### src/bmc_consts.svh
`ifndef BMC_CONSTS_SVH
`define BMC_CONSTS_SVH

// Configuration space dword offsets
`define BMC_OFS_MISC      8'h64
`define BMC_OFS_CLK       8'h68

// Event mask byte, bits 7:0 of the dword at 0x64
`define BMC_MASK_RD_A     1
`define BMC_MASK_DW_A     2
`define BMC_MASK_TABORT   3
`define BMC_MASK_MABORT   4
`define BMC_MASK_DW_B     5
`define BMC_MASK_RD_B     6
`define BMC_MASK_USED     8'h7E
`define BMC_MASK_RST      8'h00

// General purpose fields, low bit of each 4-bit field
`define BMC_GP_CLR_LSB    8
`define BMC_GP_SET_LSB    12
`define BMC_GP_OECLR_LSB  16
`define BMC_GP_OESET_LSB  20
`define BMC_GP_RST        4'h0

// Secondary clock control
`define BMC_CLK_PAIRS     4
`define BMC_CLK_USED      14
`define BMC_CLK_RST       14'h0000

`endif

### src/bmc_pkg.sv
package bmc_pkg;

   // Events that may raise the primary system error output
   typedef enum {
      BMC_EVT_RD_NODATA,
      BMC_EVT_DW_NODELIVER,
      BMC_EVT_TABORT_PW,
      BMC_EVT_MABORT_PW,
      BMC_EVT_COUNT
   } bmc_evt_e;

   typedef logic [3:0] bmc_evt_t;
   typedef logic [7:0] bmc_mask_t;

endpackage

### src/bmc_serr_if.sv
`timescale 1ns/1ns
interface bmc_serr_if;
   bmc_pkg::bmc_evt_t  evt;
   bmc_pkg::bmc_mask_t mask;
   logic               cmd_en;
   logic               raise;

   modport regs (output evt, output mask, output cmd_en, input raise);
   modport gate (input evt, input mask, input cmd_en, output raise);
endinterface

### src/bmc_pin_sync.sv
`timescale 1ns/1ns
module bmc_pin_sync #(
   parameter int W = 4
) (
   input  wire logic         sys_clk_i,
   input  wire logic         sys_rst_i,
   input  wire logic [W-1:0] pin_i,
   output logic      [W-1:0] level_o
);
   logic [W-1:0] s1;
   logic [W-1:0] s2;
   logic [W-1:0] s3;
   wire  [W-1:0] settled = ~(s2 ^ s3);
   wire  [W-1:0] next_level = (s3 & settled) | (level_o & ~settled);

   always_ff @(posedge sys_clk_i) begin
      if (sys_rst_i) begin
         s1      <= '0;
         s2      <= '0;
         s3      <= '0;
         level_o <= '0;
      end else begin
         s1      <= pin_i;
         s2      <= s1;
         s3      <= s2;
         level_o <= next_level;
      end
   end
endmodule

### src/bmc_serr_gate.sv
`timescale 1ns/1ns
`include "bmc_consts.svh"
module bmc_serr_gate (
   bmc_serr_if.gate serr
);
   // Two mask bits share each retry-exhaustion event; either one silences it
   wire rd_ok = serr.evt[bmc_pkg::BMC_EVT_RD_NODATA]
              & ~serr.mask[`BMC_MASK_RD_A]
              & ~serr.mask[`BMC_MASK_RD_B];
   wire dw_ok = serr.evt[bmc_pkg::BMC_EVT_DW_NODELIVER]
              & ~serr.mask[`BMC_MASK_DW_A]
              & ~serr.mask[`BMC_MASK_DW_B];
   wire ta_ok = serr.evt[bmc_pkg::BMC_EVT_TABORT_PW]
              & ~serr.mask[`BMC_MASK_TABORT];
   wire ma_ok = serr.evt[bmc_pkg::BMC_EVT_MABORT_PW]
              & ~serr.mask[`BMC_MASK_MABORT];

   assign serr.raise = serr.cmd_en & (rd_ok | dw_ok | ta_ok | ma_ok);
endmodule

### src/bmc_config_regs.sv
// What this block does
// - Event mask bits 0,7 reserved, read zero
// - Clear mask bit lets event assert error
// - Mask bits 1 and 6 gate read-nodata
// - Mask bits 2 and 5 gate write-nodelivery
// - Mask bit 3 gates posted target abort
// - Mask bit 4 gates posted master abort
// - Clear-field one drives enabled pin low
// - Set-field one drives enabled pin high
// - Pin changes cycle after write completes
// - Input-only pins never driven
// - Zero writes ignored, fields read all ones since reset
// - Enable-clear one makes pin input only
// - Enable-set one drives stored data out
// - Clocks 0-3 off only when both set
// - Clocks 4-9 single disable bit, low
// - Clock control bits 15:14 read 00
`timescale 1ns/1ns
`include "bmc_consts.svh"
module bmc_config_regs #(
   parameter int GPIO_W = 4,
   parameter int CLK_N  = 10
) (
   input  wire logic                sys_clk_i,
   input  wire logic                sys_rst_i,
   // Configuration access from the primary bus target
   input  wire logic                cfg_wr_i,
   input  wire logic                cfg_rd_i,
   input  wire logic [7:0]          cfg_addr_i,
   input  wire logic [3:0]          cfg_be_i,
   input  wire logic [31:0]         cfg_wdata_i,
   output logic      [31:0]         cfg_rdata_o,
   output logic                     cfg_ack_o,
   // Error events and command register enable
   input  wire logic                evt_rd_nodata_i,
   input  wire logic                evt_dw_nodeliver_i,
   input  wire logic                evt_tabort_pw_i,
   input  wire logic                evt_mabort_pw_i,
   input  wire logic                serr_cmd_en_i,
   output logic                     primary_system_error_out_n_o,
   output logic                     primary_system_error_oe_o,
   // General purpose pins
   input  wire logic [GPIO_W-1:0]   gpio_i,
   output logic      [GPIO_W-1:0]   gpio_o,
   output logic      [GPIO_W-1:0]   gpio_oe_o,
   output logic      [GPIO_W-1:0]   gpio_level_o,
   // Secondary clock output enables, low holds the clock low
   output logic      [CLK_N-1:0]    secondary_clock_outputs_en_o
);

   ////////////////////////////////////////////////////////////////////////
   // Elaboration checks

   if (GPIO_W != 4) begin : g_bad_gpio
      $error("GPIO_W must be 4 to fit the packed fields");
   end
   if (CLK_N != 10) begin : g_bad_clk
      $error("CLK_N must be 10 to fit the clock control field");
   end

   ////////////////////////////////////////////////////////////////////////
   // Access decode

   wire hit_misc = cfg_addr_i == `BMC_OFS_MISC;
   wire hit_clk  = cfg_addr_i == `BMC_OFS_CLK;
   wire wr_misc  = cfg_wr_i & hit_misc;
   wire wr_clk   = cfg_wr_i & hit_clk;

   ////////////////////////////////////////////////////////////////////////
   // Event mask byte

   bmc_pkg::bmc_mask_t mask;
   wire bmc_pkg::bmc_mask_t next_mask =
      cfg_wdata_i[7:0] & `BMC_MASK_USED;

   always_ff @(posedge sys_clk_i) begin
      if (sys_rst_i) begin
         mask <= `BMC_MASK_RST;
      end else if (wr_misc && cfg_be_i[0]) begin
         mask <= next_mask;
      end
   end

   ////////////////////////////////////////////////////////////////////////
   // System error gating, open-drain output

   bmc_serr_if serr ();
   assign serr.evt    = {evt_mabort_pw_i, evt_tabort_pw_i,
                         evt_dw_nodeliver_i, evt_rd_nodata_i};
   assign serr.mask   = mask;
   assign serr.cmd_en = serr_cmd_en_i;

   bmc_serr_gate u_gate (
      .serr (serr)
   );

   logic serr_drive;
   always_ff @(posedge sys_clk_i) begin
      if (sys_rst_i) begin
         serr_drive <= 1'b0;
      end else begin
         serr_drive <= serr.raise;
      end
   end
   // Open drain: only ever pulls low
   assign primary_system_error_out_n_o = 1'b0;
   assign primary_system_error_oe_o    = serr_drive;

   ////////////////////////////////////////////////////////////////////////
   // General purpose fields and pin state

   logic [GPIO_W-1:0] f_clr;
   logic [GPIO_W-1:0] f_set;
   logic [GPIO_W-1:0] f_oeclr;
   logic [GPIO_W-1:0] f_oeset;
   logic [GPIO_W-1:0] out_data;
   logic [GPIO_W-1:0] out_en;

   wire wr_b1 = wr_misc & cfg_be_i[1];
   wire wr_b2 = wr_misc & cfg_be_i[2];
   wire [GPIO_W-1:0] w_clr   = cfg_wdata_i[`BMC_GP_CLR_LSB +: GPIO_W];
   wire [GPIO_W-1:0] w_set   = cfg_wdata_i[`BMC_GP_SET_LSB +: GPIO_W];
   wire [GPIO_W-1:0] w_oeclr = cfg_wdata_i[`BMC_GP_OECLR_LSB +: GPIO_W];
   wire [GPIO_W-1:0] w_oeset = cfg_wdata_i[`BMC_GP_OESET_LSB +: GPIO_W];

   // Zero bits leave a field alone; it keeps showing every one written since reset
   wire [GPIO_W-1:0] next_clr   = f_clr   | w_clr;
   wire [GPIO_W-1:0] next_set   = f_set   | w_set;
   wire [GPIO_W-1:0] next_oeclr = f_oeclr | w_oeclr;
   wire [GPIO_W-1:0] next_oeset = f_oeset | w_oeset;
   // Set wins when one write both sets and clears a bit
   wire [GPIO_W-1:0] next_data = (out_data & ~w_clr) | w_set;
   wire [GPIO_W-1:0] next_en   = (out_en & ~w_oeclr) | w_oeset;

   always_ff @(posedge sys_clk_i) begin
      if (sys_rst_i) begin
         f_clr <= `BMC_GP_RST;
         f_set <= `BMC_GP_RST;
      end else if (wr_b1) begin
         f_clr <= next_clr;
         f_set <= next_set;
      end
   end

   always_ff @(posedge sys_clk_i) begin
      if (sys_rst_i) begin
         f_oeclr <= `BMC_GP_RST;
         f_oeset <= `BMC_GP_RST;
      end else if (wr_b2) begin
         f_oeclr <= next_oeclr;
         f_oeset <= next_oeset;
      end
   end

   // Per-pin stored level and driver enable
   always_ff @(posedge sys_clk_i) begin
      if (sys_rst_i) begin
         out_data <= `BMC_GP_RST;
         out_en   <= `BMC_GP_RST;
      end else begin
         if (wr_b1) begin
            out_data <= next_data;
         end
         if (wr_b2) begin
            out_en <= next_en;
         end
      end
   end

   // Data is held while the driver is off, so a later enable drives it
   assign gpio_o    = out_data;
   assign gpio_oe_o = out_en;

   bmc_pin_sync #(
      .W (GPIO_W)
   ) u_gpio_sync (
      .sys_clk_i (sys_clk_i),
      .sys_rst_i (sys_rst_i),
      .pin_i     (gpio_i),
      .level_o   (gpio_level_o)
   );

   ////////////////////////////////////////////////////////////////////////
   // Secondary clock control

   logic [`BMC_CLK_USED-1:0] clk_ctl;
   wire  [`BMC_CLK_USED-1:0] next_clk_ctl = {
      cfg_be_i[1] ? cfg_wdata_i[13:8] : clk_ctl[13:8],
      cfg_be_i[0] ? cfg_wdata_i[7:0]  : clk_ctl[7:0]
   };

   always_ff @(posedge sys_clk_i) begin
      if (sys_rst_i) begin
         clk_ctl <= `BMC_CLK_RST;
      end else if (wr_clk) begin
         clk_ctl <= next_clk_ctl;
      end
   end

   wire [CLK_N-1:0] clk_en;
   for (genvar i = 0; i < CLK_N; i++) begin : g_clk
      if (i < `BMC_CLK_PAIRS) begin : g_pair
         assign clk_en[i] = ~&clk_ctl[2*i +: 2];
      end else begin : g_single
         assign clk_en[i] = ~clk_ctl[`BMC_CLK_PAIRS + i];
      end
   end

   always_ff @(posedge sys_clk_i) begin
      if (sys_rst_i) begin
         secondary_clock_outputs_en_o <= {CLK_N{1'b1}};
      end else begin
         secondary_clock_outputs_en_o <= clk_en;
      end
   end

   ////////////////////////////////////////////////////////////////////////
   // Read data, answered one cycle after the request

   wire [31:0] rd_misc = {8'h00, f_oeset, f_oeclr, f_set, f_clr,
                          mask & `BMC_MASK_USED};
   wire [31:0] rd_clk  = {16'h0000, 2'b00, clk_ctl};
   wire [31:0] rd_mux  = hit_misc ? rd_misc :
                         hit_clk  ? rd_clk  : 32'h0000_0000;

   always_ff @(posedge sys_clk_i) begin
      if (sys_rst_i) begin
         cfg_rdata_o <= 32'h0000_0000;
         cfg_ack_o   <= 1'b0;
      end else begin
         cfg_rdata_o <= cfg_rd_i ? rd_mux : 32'h0000_0000;
         cfg_ack_o   <= cfg_rd_i | cfg_wr_i;
      end
   end

endmodule

### config.mk
export PLATFORM = sky130hd
export DESIGN_NAME = bmc_config_regs
export DESIGN_NICKNAME = d
export VERILOG_FILES = /design/src/bmc_pkg.sv /design/src/bmc_serr_if.sv /design/src/bmc_pin_sync.sv /design/src/bmc_serr_gate.sv /design/src/bmc_config_regs.sv
export VERILOG_INCLUDE_DIRS = /design/src
export SDC_FILE = /design/constraint.sdc
export NUM_CORES = 1
export LEC_CHECK = 0
export BUFFER_PORTS_ARGS = -buffer_cell sky130_fd_sc_hd__buf_2
export CELL_PAD_IN_SITES_DETAIL_PLACEMENT = 1
export CELL_PAD_IN_SITES_GLOBAL_PLACEMENT = 1
export CORE_MARGIN = 10
export CORE_UTILIZATION = 37
export DETAILED_ROUTE_END_ITERATION = 6
export GPL_TIMING_DRIVEN = 0
export HOLD_SLACK_MARGIN = 0.05
export PLACE_DENSITY_LB_ADDON = 0.1
export RECOVER_POWER = 100
export SLEW_MARGIN = 20
export SYNTH_ARGS = -nofsm -noshare
export SYNTH_HDL_FRONTEND = slang
export SYNTH_SLANG_ARGS = --single-unit
### constraint.sdc
create_clock -name sys_clk_i -period 2.17 [get_ports sys_clk_i]
set_clock_uncertainty 0.1 [all_clocks]
set_input_delay 0.3255 -clock sys_clk_i [delete_from_list [all_inputs] [get_ports sys_clk_i]]
set_output_delay 0.3255 -clock sys_clk_i [all_outputs]
set_load 0.05 [all_outputs]
==> results of run 1 <==
-- area by class of cell --
class	instances	area share, %
Multi-Input combinational cell	196	30.61
Buffer	29	3.411
Inverter	20	1.795
Tap cell	108	3.232
Sequential cell	96	45.96
Clock buffer	11	3.621
Clock inverter	5	1.526
Timing Repair Buffer	95	9.844
-- stage by stage --
stage	hold slack (ns)	setup TNS [ns]
after floorplan	0.2904	0
after global placement	0.3067	-1.031
after detailed placement	0.3151	-1.326
after CTS	0.06527	0
after global routing	0.06251	0
final	0.08042	0
-- how the worst max path moves through the flow --
stage	startpoint	end	slack [ns]
after floorplan	cfg_addr_i[3]	gpio_o[0]$_SDFFE_PP0P_	0.43
after global placement	cfg_addr_i[3]	cfg_rdata_o[6]$_SDFF_PP0_	-0.15
after detailed placement	cfg_addr_i[3]	cfg_rdata_o[6]$_SDFF_PP0_	-0.16
after CTS	cfg_addr_i[3]	cfg_rdata_o[6]$_SDFF_PP0_	0.24
after global routing	cfg_addr_i[3]	cfg_rdata_o[6]$_SDFF_PP0_	0.1
final	cfg_addr_i[3]	cfg_rdata_o[6]$_SDFF_PP0_	0.26
-- layer usage --
| metal | global-route usage [%] | share of wire (%) | routed length [um] | up-vias |
|---|---|---|---|---|
| met2 | 25.60 | 49 | 4740 | 68 |
| met4 | 4.170 | 1.0 | 99 | 0 |
| met1 | 17.28 | 43 | 4197 | 1301 |
| met5 | 0 | 0 | 0 | - |
| met3 | 5.220 | 7.1 | 686 | 8 |
| li1 | - | - | - | 1344 |
-- flip-flops by register name, indices dropped and copies added (netlist names), 6 cells and up, named ones only --
register and count:
secondary_clock_outputs_en_o 10, clk_ctl 14, mask 6, cfg_rdata_o 24
-- worst max-delay path, delay by kind of cell --
kind	cells	cell delay, ns
compound gates	1	0.18
simple gates	2	0.96
buf+inv	2	0.63
-- cells by family (layout without fill, tap and decap cells) --
family / Yosys count / after routing / synth area share [%]
simple gates: 117 / 117 / 20.41
flops: 96 / 96 / 56.39
compound gates: 50 / 50 / 10.46
buf+inv: 49 / 160 / 6.755
mux: 20 / 20 / 5.874
other cells: 1 / 9 / 0.1100
-- cell usage in the layout, fill, tap and decap left out, drive strengths merged --
master    instances
a41oi             4
mux2i            20
nand3b            5
nand4bb           1
a21oi            12
a22oi            13
or4b              1
clkinv            2
clkbuf           81
and2              1
clkinvlp          1
nor2             20
o21ai             4
a311oi            1
nor4b             2
nand4             6
nor4              4
buf              54
bufinv            1
nor3              6
o41ai             4
and3              7
inv              21
nand2b           38
and4bb            1
o21ba             4
o22ai             4
dfxtp            96
nor3b             1
nand2            11
and4              1
conb              9
o32ai             4
nor2b            12
-- power by group through the flow --
stage	registers, W	clock network [W]	logic, W
4_1_cts	0.00178	0.00126	0.000218
2_1_floorplan	0.00183	0	0.000118
3_3_place_gp	0.00182	0	0.000215
3_5_place_dp	0.00182	0	0.000217
5_1_grt	0.00178	0.00133	0.000233
6_report	0.00178	0.00123	0.000213
==> flow_summary.toml, run 1 <==
[grt]
grt_pass1_wl_um = 15570
overflow = 0
grt_max_degree = 17
antenna_found_initial = 0
first_global_vias = 2992
grt_usage_pct = 14.93

[floorplanning]
dieArea_mm2 = 0.01345
start_util_pct = 38.52
die_h_um = 116.0
fp.dieW_um = 116.0
ios = 114
core_area_mm2 = 0.008848
fp-row-count = 34

[critical_path]
required_ns = 2.36
startpoint_type = "input pin"
crit_type = "in2reg"
worst_r2r_endpoint = "primary_system_error_oe_o$_SDFF_PP0_"
rr_worst_depth = 3
worstSetupEndpointType = "register"
slowest_delay_ns = 0.82
crit_top_cell = "clkbuf_1"
path_cells = "clkbuf_1 -> nor4b_2 -> clkbuf_1 -> a22oi_1 -> nor2_1"
rr_startpoint = "mask[1]$_SDFFE_PP0P_"
cp_data_arrival_time_ns = 2.10
cp_slowest_cell = "nor4b_2"
reg2reg_slack_ns = 1.24
critical_path.max_fanout = 10

[timing]
fmax_mhz = 524.9
final-hold-violation-count = 0
worst_slack_ns = 0.2648
rsz0062_at_grt = "false"
worstMarginPinSlew_ns = 0.9154
period_minus_slack_ns = 1.905
period_share_pct = 87.80
setup_viol = 0
slew_viol_final = 0
slew_headroom_pct = 38.82

[clock_tree]
postCtsSetupRepairBufs = 0
clock_sinks = 96
path_clk_slew_ns = 0.09
hold_buffers = 0
cts_buffers = 9
clk_latency_ns = 0.36
max-clock-path-buffers = 2
htreeDepth = 3
cts_tree = "yes"
cts_resized = 0
cts-root-buf = "clkbuf_8"

[synth]
async_flop_share_pct = 0
synth_ff_type = "dfxtp_1"
syn_area_mm2 = 0.003408
ys_warn_count = 0
yosys.area.top_type = "dfxtp_1"
yosysSeqAreaShare_pct = 56.39
netlist.area_leader.share_pct = 56.39
synth_commonest_cells = "96 x dfxtp_1, 38 x nand2b_1, 20 x inv_1, 20 x mux2i_1, 20 x nor2_1"
synth-edff-count = 0
syn_inst = 333
synth.area.top_cells = "dfxtp_1 56%, nand2b_1 7.0%, mux2i_1 5.9%"
yosysMostFrequentCell = "dfxtp_1"
ys_types = 35
syn_area_per_cell_um2 = 10.24
synth-seq-cells = 96

[pwr]
clock_power_share_pct = 38.2
power_w = 0.003218
power_frac_seq_pct = 55.2
p_leak_nw = 1.585
p_comb_share_pct = 6.6
swShare_pct = 23.77
ir_drop_v = 0.0004083
p_per_area_mw_per_mm2 = 769.6
p_int_w = 0.002453
power_switching_w = 0.0007648

[cells_and_area]
register_area_mm2 = 0.001922
diodes = 0
drive_above_1_share_pct = 16.81
multi_input_area_mm2 = 0.001280
final_util_pct = 47.26
fin_nets = 504
instances_no_fill = 560
final_cell_area_mm2 = 0.004182
area_growth_pct = 22.69
fillers = 1065

[placed_design]
port_buffers = 95
dp.cells = 544
pre_cts_slack_ns = -0.1585
gp_congestion = 0.7607
dp_hpwl_um = 7456
placed_cell_area_mm2 = 0.004049

[drt]
drt_wl_total_um = 9724
first_pass_iters = 5
ant_nets = 0
via_per_inst = 4.859
routedWlPerCell_um = 17.36
drc = 0
drt_iter0_markers = 108
vias = 2721

[hold_path]
holdPathStages = 2
worstHoldStart = "gpio_i[3]"
hold_path_end = "u_gpio_sync.s1[3]$_SDFF_PP0_"
hold_path.class = "in2reg"

[flow_run]
maxCapViolCount = 0

[run_status]
outcome = "complete, no violations"
Note: power is estimated with default switching activity, not from simulation.
==> run 2: changes to the inputs <==
--- a/config.mk
+++ b/config.mk
@@ -15,8 +15,8 @@
 export GPL_TIMING_DRIVEN = 0
 export HOLD_SLACK_MARGIN = 0.05
 export PLACE_DENSITY_LB_ADDON = 0.1
-export RECOVER_POWER = 100
 export SLEW_MARGIN = 20
 export SYNTH_ARGS = -nofsm -noshare
 export SYNTH_HDL_FRONTEND = slang
+export SYNTH_HIERARCHICAL = 1
 export SYNTH_SLANG_ARGS = --single-unit
==> flow_summary.toml, run 2 <==
[run_status]
outcome = "complete, no violations"

[clock_tree]
cts_resized = 0
path_clk_slew_ns = 0.10
cts_tree = "yes"
clk_latency_ns = 0.36
clock_sinks = 96
cts_buffers = 9
htreeDepth = 3
hold_buffers = 0
postCtsSetupRepairBufs = 0
cts-root-buf = "clkbuf_8"
max-clock-path-buffers = 2

[timing]
worst_slack_ns = 0.2679
slew_viol_final = 0
period_share_pct = 87.65
tns_ns = 0
fin_hold_ws_ns = 0.08328
final-hold-violation-count = 0
slew_headroom_pct = 41.98
period_minus_slack_ns = 1.902
rsz0062_at_grt = "false"
worstMarginPinSlew_ns = 0.8681
fmax_mhz = 525.7
setup_viol = 0

[synth]
yosysSeqAreaShare_pct = 55.87
synth-edff-count = 0
syn_area_mm2 = 0.003440
ys_types = 38
yosys.area.top_type = "dfxtp_1"
synth-compound-area-share_pct = 10.40
netlist.area_leader.share_pct = 55.87
synth_xor_area_share_pct = 0
synthSimpleGateAreaFrac_pct = 21.35
yosysMostFrequentCell = "dfxtp_1"
synth_top_family_by_area = "simple AND/OR/NAND/NOR gates"
muxShareOfSynthArea_pct = 5.820
syn_inst = 333
synth-seq-cells = 96
synth_commonest_cells = "96 x dfxtp_1, 38 x nand2b_1, 20 x mux2i_1, 19 x inv_1, 19 x nor2_1"
async_flop_share_pct = 0
synth.area.top_cells = "dfxtp_1 56%, nand2b_1 6.9%, mux2i_1 5.8%"
synthAdderAreaFrac_pct = 0
ys_warn_count = 6
syn_area_per_cell_um2 = 10.33
synth_ff_type = "dfxtp_1"

[grt]
grt_usage_pct = 15.11
grt_pass1_wl_um = 15690
first_global_vias = 2949
overflow = 0
antenna_found_initial = 0
grt_max_degree = 17

[placed_design]
dp_hpwl_um = 7557
pre_cts_slack_ns = -0.2120
gp_congestion = 0.7867
port_buffers = 95

[critical_path]
critical_path.max_fanout = 10
cp_data_arrival_time_ns = 2.09
crit_type = "in2reg"
required_ns = 2.35
rr_startpoint = "mask[3]$_SDFFE_PP0P_"
worstSetupEndpointType = "register"
startpoint_type = "input pin"
critPathLaunch = "cfg_addr_i[4]"

[cells_and_area]
fillers = 1097
register_area_mm2 = 0.001922
fin_nets = 504
drive_above_1_share_pct = 31.26
final_cell_mix = "98 x buf_2, 96 x dfxtp_1, 38 x nand2b_1"
area_growth_pct = 23.68
multi_input_area_mm2 = 0.001326
largest_reg_flops = 24
layout_commonest_cell = "buf_2"
top_register = "cfg_rdata_o"
top_regs = "cfg_rdata_o x24, clk_ctl x14, secondary_clock_outputs_en_o x10"
diodes = 0

[drt]
drt_iter0_markers = 160
first_pass_iters = 4
vias = 2712
drt_wl_total_um = 9816
via_per_inst = 4.826
ant_nets = 0
routedWlPerCell_um = 17.47
drc = 0

[pwr]
p_per_area_mw_per_mm2 = 715.7
p_leak_nw = 1.768
ir_drop_v = 0.0002544
power_w = 0.003045

[floorplanning]
die_h_um = 116.4
fp-row-count = 35
core_area_mm2 = 0.009153
fp.dieW_um = 116.4
dieArea_mm2 = 0.01355
ios = 114
start_util_pct = 37.58

[hold_path]
hold_path.class = "in2reg"
worstHoldStart = "gpio_i[2]"

[flow_run]
maxCapViolCount = 0
==> run 2: cell type report <==
cell class | instances | share of cell area, %
multi-input combinational | 198 | 31.18
clock buffer | 9 | 2.912
buffer | 28 | 3.559
inverter | 19 | 1.676
clock inverter | 6 | 1.059
timing repair buffer | 95 | 11.18
sequential | 96 | 45.18
tap | 111 | 3.265
==> run 2: cell families after synthesis <==
kind of cell    Yosys count
compound gates           50
flops                    96
buf+inv                  47
mux                      20
other cells               1
simple gates            119
==> run 2: worst paths after layout <==
kind / end / slack [ns] / cells after the start
setup reg to reg: primary_system_error_oe_o$_SDFF_PP0_ / 0.84 / 4
setup / recovery: cfg_rdata_o[3]$_SDFF_PP0_ / 0.27 / 5
hold reg to reg: secondary_clock_outputs_en_o[0]$_SDFF_PP1_ / 0.33 / 1
hold / removal: u_gpio_sync/s1[2]$_SDFF_PP0_ / 0.08 / 2
==> run 2: stage by stage <==
step                      instance area, um2  util [%]  instances
after floorplan                         3470         -        341
after global placement                  4084     44.62        547
after detailed placement                4084     44.62        547
after CTS                               4253     46.47        562
after global routing                    4254     46.48        562
final                                   4254     46.48        562
==> run 2: where the power goes <==
group | total (W) | switching [W] | leakage, nW | internal, W
clock | 0.00105 | 0.000633 | 0.0781 | 0.000417
sequential | 0.00178 | 0.00000459 | 0.776 | 0.00177
combinational | 0.000218 | 0.000134 | 0.914 | 0.0000840
==> run 2: critical path: stages <==
cell	delay, ns
buf_2	0.10
nor4bb_1	0.60
nand3b_1	0.45
clkbuf_1	0.39
nor2_1	0.22
==> run 2: per-layer routing <==
metal / up-vias / wire length (um) / track usage (%)
li1: 1348 / - / -
met1: 1291 / 4181 / 17.73
met2: 65 / 4967 / 26.09
met3: 8 / 564 / 4.212
met4: 0 / 103 / 4.671
met5: - / 0 / 0
==> run 3: changes to the inputs <==
--- a/config.mk
+++ b/config.mk
@@ -20,3 +20,4 @@
 export SYNTH_HDL_FRONTEND = slang
 export SYNTH_HIERARCHICAL = 1
 export SYNTH_SLANG_ARGS = --single-unit
+export TNS_END_PERCENT = 100
==> constraint.sdc (replaced) <==
create_clock -name sys_clk_i -period 1.9 [get_ports sys_clk_i]
set_clock_uncertainty 0.1 [all_clocks]
set_input_delay 0.285 -clock sys_clk_i [delete_from_list [all_inputs] [get_ports sys_clk_i]]
set_output_delay 0.285 -clock sys_clk_i [all_outputs]
set_load 0.05 [all_outputs]
==> flow_summary.toml, run 3 (synthesis results as in run 2) <==
[clock_tree]
cts-root-buf = "clkbuf_8"
clk_latency_ns = 0.36
cts_buffers = 9
clock_sinks = 96
cts_tree = "yes"
max-clock-path-buffers = 2
postCtsSetupRepairBufs = 0
htreeDepth = 3
path_clk_slew_ns = 0.09

[critical_path]
cp.buffers_inverters = 3
worstSetupEndpointType = "register"
crit_type = "in2reg"
critical_path.max_fanout = 10
cpLargestDelayFamily = "buffers and inverters"
startpoint_type = "input pin"
path_depth = 6
rr_worst_depth = 4
crit_top_cell = "buf_2"
cp_data_arrival_time_ns = 1.88
cp_slowest_cell = "or4b_1"
path_cells = "buf_2 -> or4b_1 -> buf_2 -> clkbuf_1 -> o41ai_1 -> a21oi_1"
slowest_delay_ns = 0.51
required_ns = 2.02

[floorplanning]
fp-row-count = 35
core_area_mm2 = 0.009153
dieArea_mm2 = 0.01355
ios = 114
fp.dieW_um = 116.4
start_util_pct = 37.58
die_h_um = 116.4

[pwr]
p_leak_nw = 1.800
ir_drop_v = 0.0002936
p_per_area_mw_per_mm2 = 811.3

[timing]
rsz0062_at_grt = "false"
slew_viol_final = 0
worstMarginPinSlew_ns = 0.7430
period_minus_slack_ns = 1.756
fin_hold_ws_ns = 0.06671
fmax_mhz = 569.5
final-hold-violation-count = 0
period_share_pct = 92.42
slew_headroom_pct = 50.36
tns_ns = 0
setup_viol = 0
worst_slack_ns = 0.1440

[hold_path]
holdPathStages = 2
hold_path.class = "in2reg"

[grt]
grt_usage_pct = 15.22
overflow = 0
grt_max_degree = 17
grt_pass1_wl_um = 15790
first_global_vias = 2964
antenna_found_initial = 0

[placed_design]
dp_hpwl_um = 7557
gp_congestion = 0.7867
port_buffers = 95
pre_cts_slack_ns = -0.4415

[cells_and_area]
top_regs = "cfg_rdata_o x24, clk_ctl x14, secondary_clock_outputs_en_o x10"
area_growth_pct = 25.17
fin_nets = 507
top_register = "cfg_rdata_o"
drive_above_1_share_pct = 31.28
largest_reg_flops = 24
diodes = 0
final_cell_mix = "98 x buf_2, 96 x dfxtp_1, 38 x nand2b_1"
layout_commonest_cell = "buf_2"

[drt]
ant_nets = 0
drc = 0
first_pass_iters = 4
drt_iter0_markers = 192
routedWlPerCell_um = 17.66
vias = 2768
drt_wl_total_um = 9979
via_per_inst = 4.899

[flow_run]
maxCapViolCount = 0

[run_status]
outcome = "complete, no violations"
## run 3: path summary, 6_finish.rpt
path,from,to,slack (ns)
worst max-delay path,cfg_addr_i[1],gpio_o[1]$_SDFFE_PP0P_,0.14
worst min-delay path,gpio_i[3],u_gpio_sync/s1[3]$_SDFF_PP0_,0.07
worst max register to register,mask[3]$_SDFFE_PP0P_,primary_system_error_oe_o$_SDFF_PP0_,0.57
worst min register to register,clk_ctl[1]$_SDFFE_PP0P_,secondary_clock_outputs_en_o[0]$_SDFF_PP1_,0.33
## run 3: layout make-up
class	count	area [um2]
well taps	111	138.9
plain buffers	28	151.4
clock buffers	9	123.9
flip-flops and latches	96	1922
fillers	1094	4847
inverters	19	71.32
clock inverters	6	45.04
multi-input cells	198	1348
repair buffers	98	505.5
## run 3: power breakdown
part | switching (W) | leakage, nW | internal, W
Combinational | 0.000157 | 0.946 | 0.000102
Sequential | 0.00000530 | 0.776 | 0.00202
Clock | 0.000729 | 0.0781 | 0.000476
Total | 0.000891 | 1.80 | 0.00260
## run 3: what timing repair did
| action | 4_1_cts | 5_1_grt |
|---|---|---|
| cloned | 0 | 0 |
| hold endpoints to repair | 3 | 0 |
| resized for setup | 2 | 2 |
| hold buffers | 3 | 0 |
| setup endpoints to repair | 10 | 19 |
## run 3: through the flow
stage                     util, %  cell area [um2]  std cells  total power, W
final                       47.04             4305        565        0.003493
after global routing        47.04             4305        565        0.003647
after global placement      44.62             4084        547        0.002323
after floorplan                 -             3470        341        0.002225
after detailed placement    44.62             4084        547        0.002327
after CTS                   46.88             4290        565        0.003520
## run 3: per-layer routing
layer	vias to the layer above	share of wire (%)	global-route usage (%)
li1	1358	-	-
met1	1327	42	17.79
met2	72	50	26.43
met3	11	6.2	4.160
met4	0	1.4	4.671
met5	-	0	0
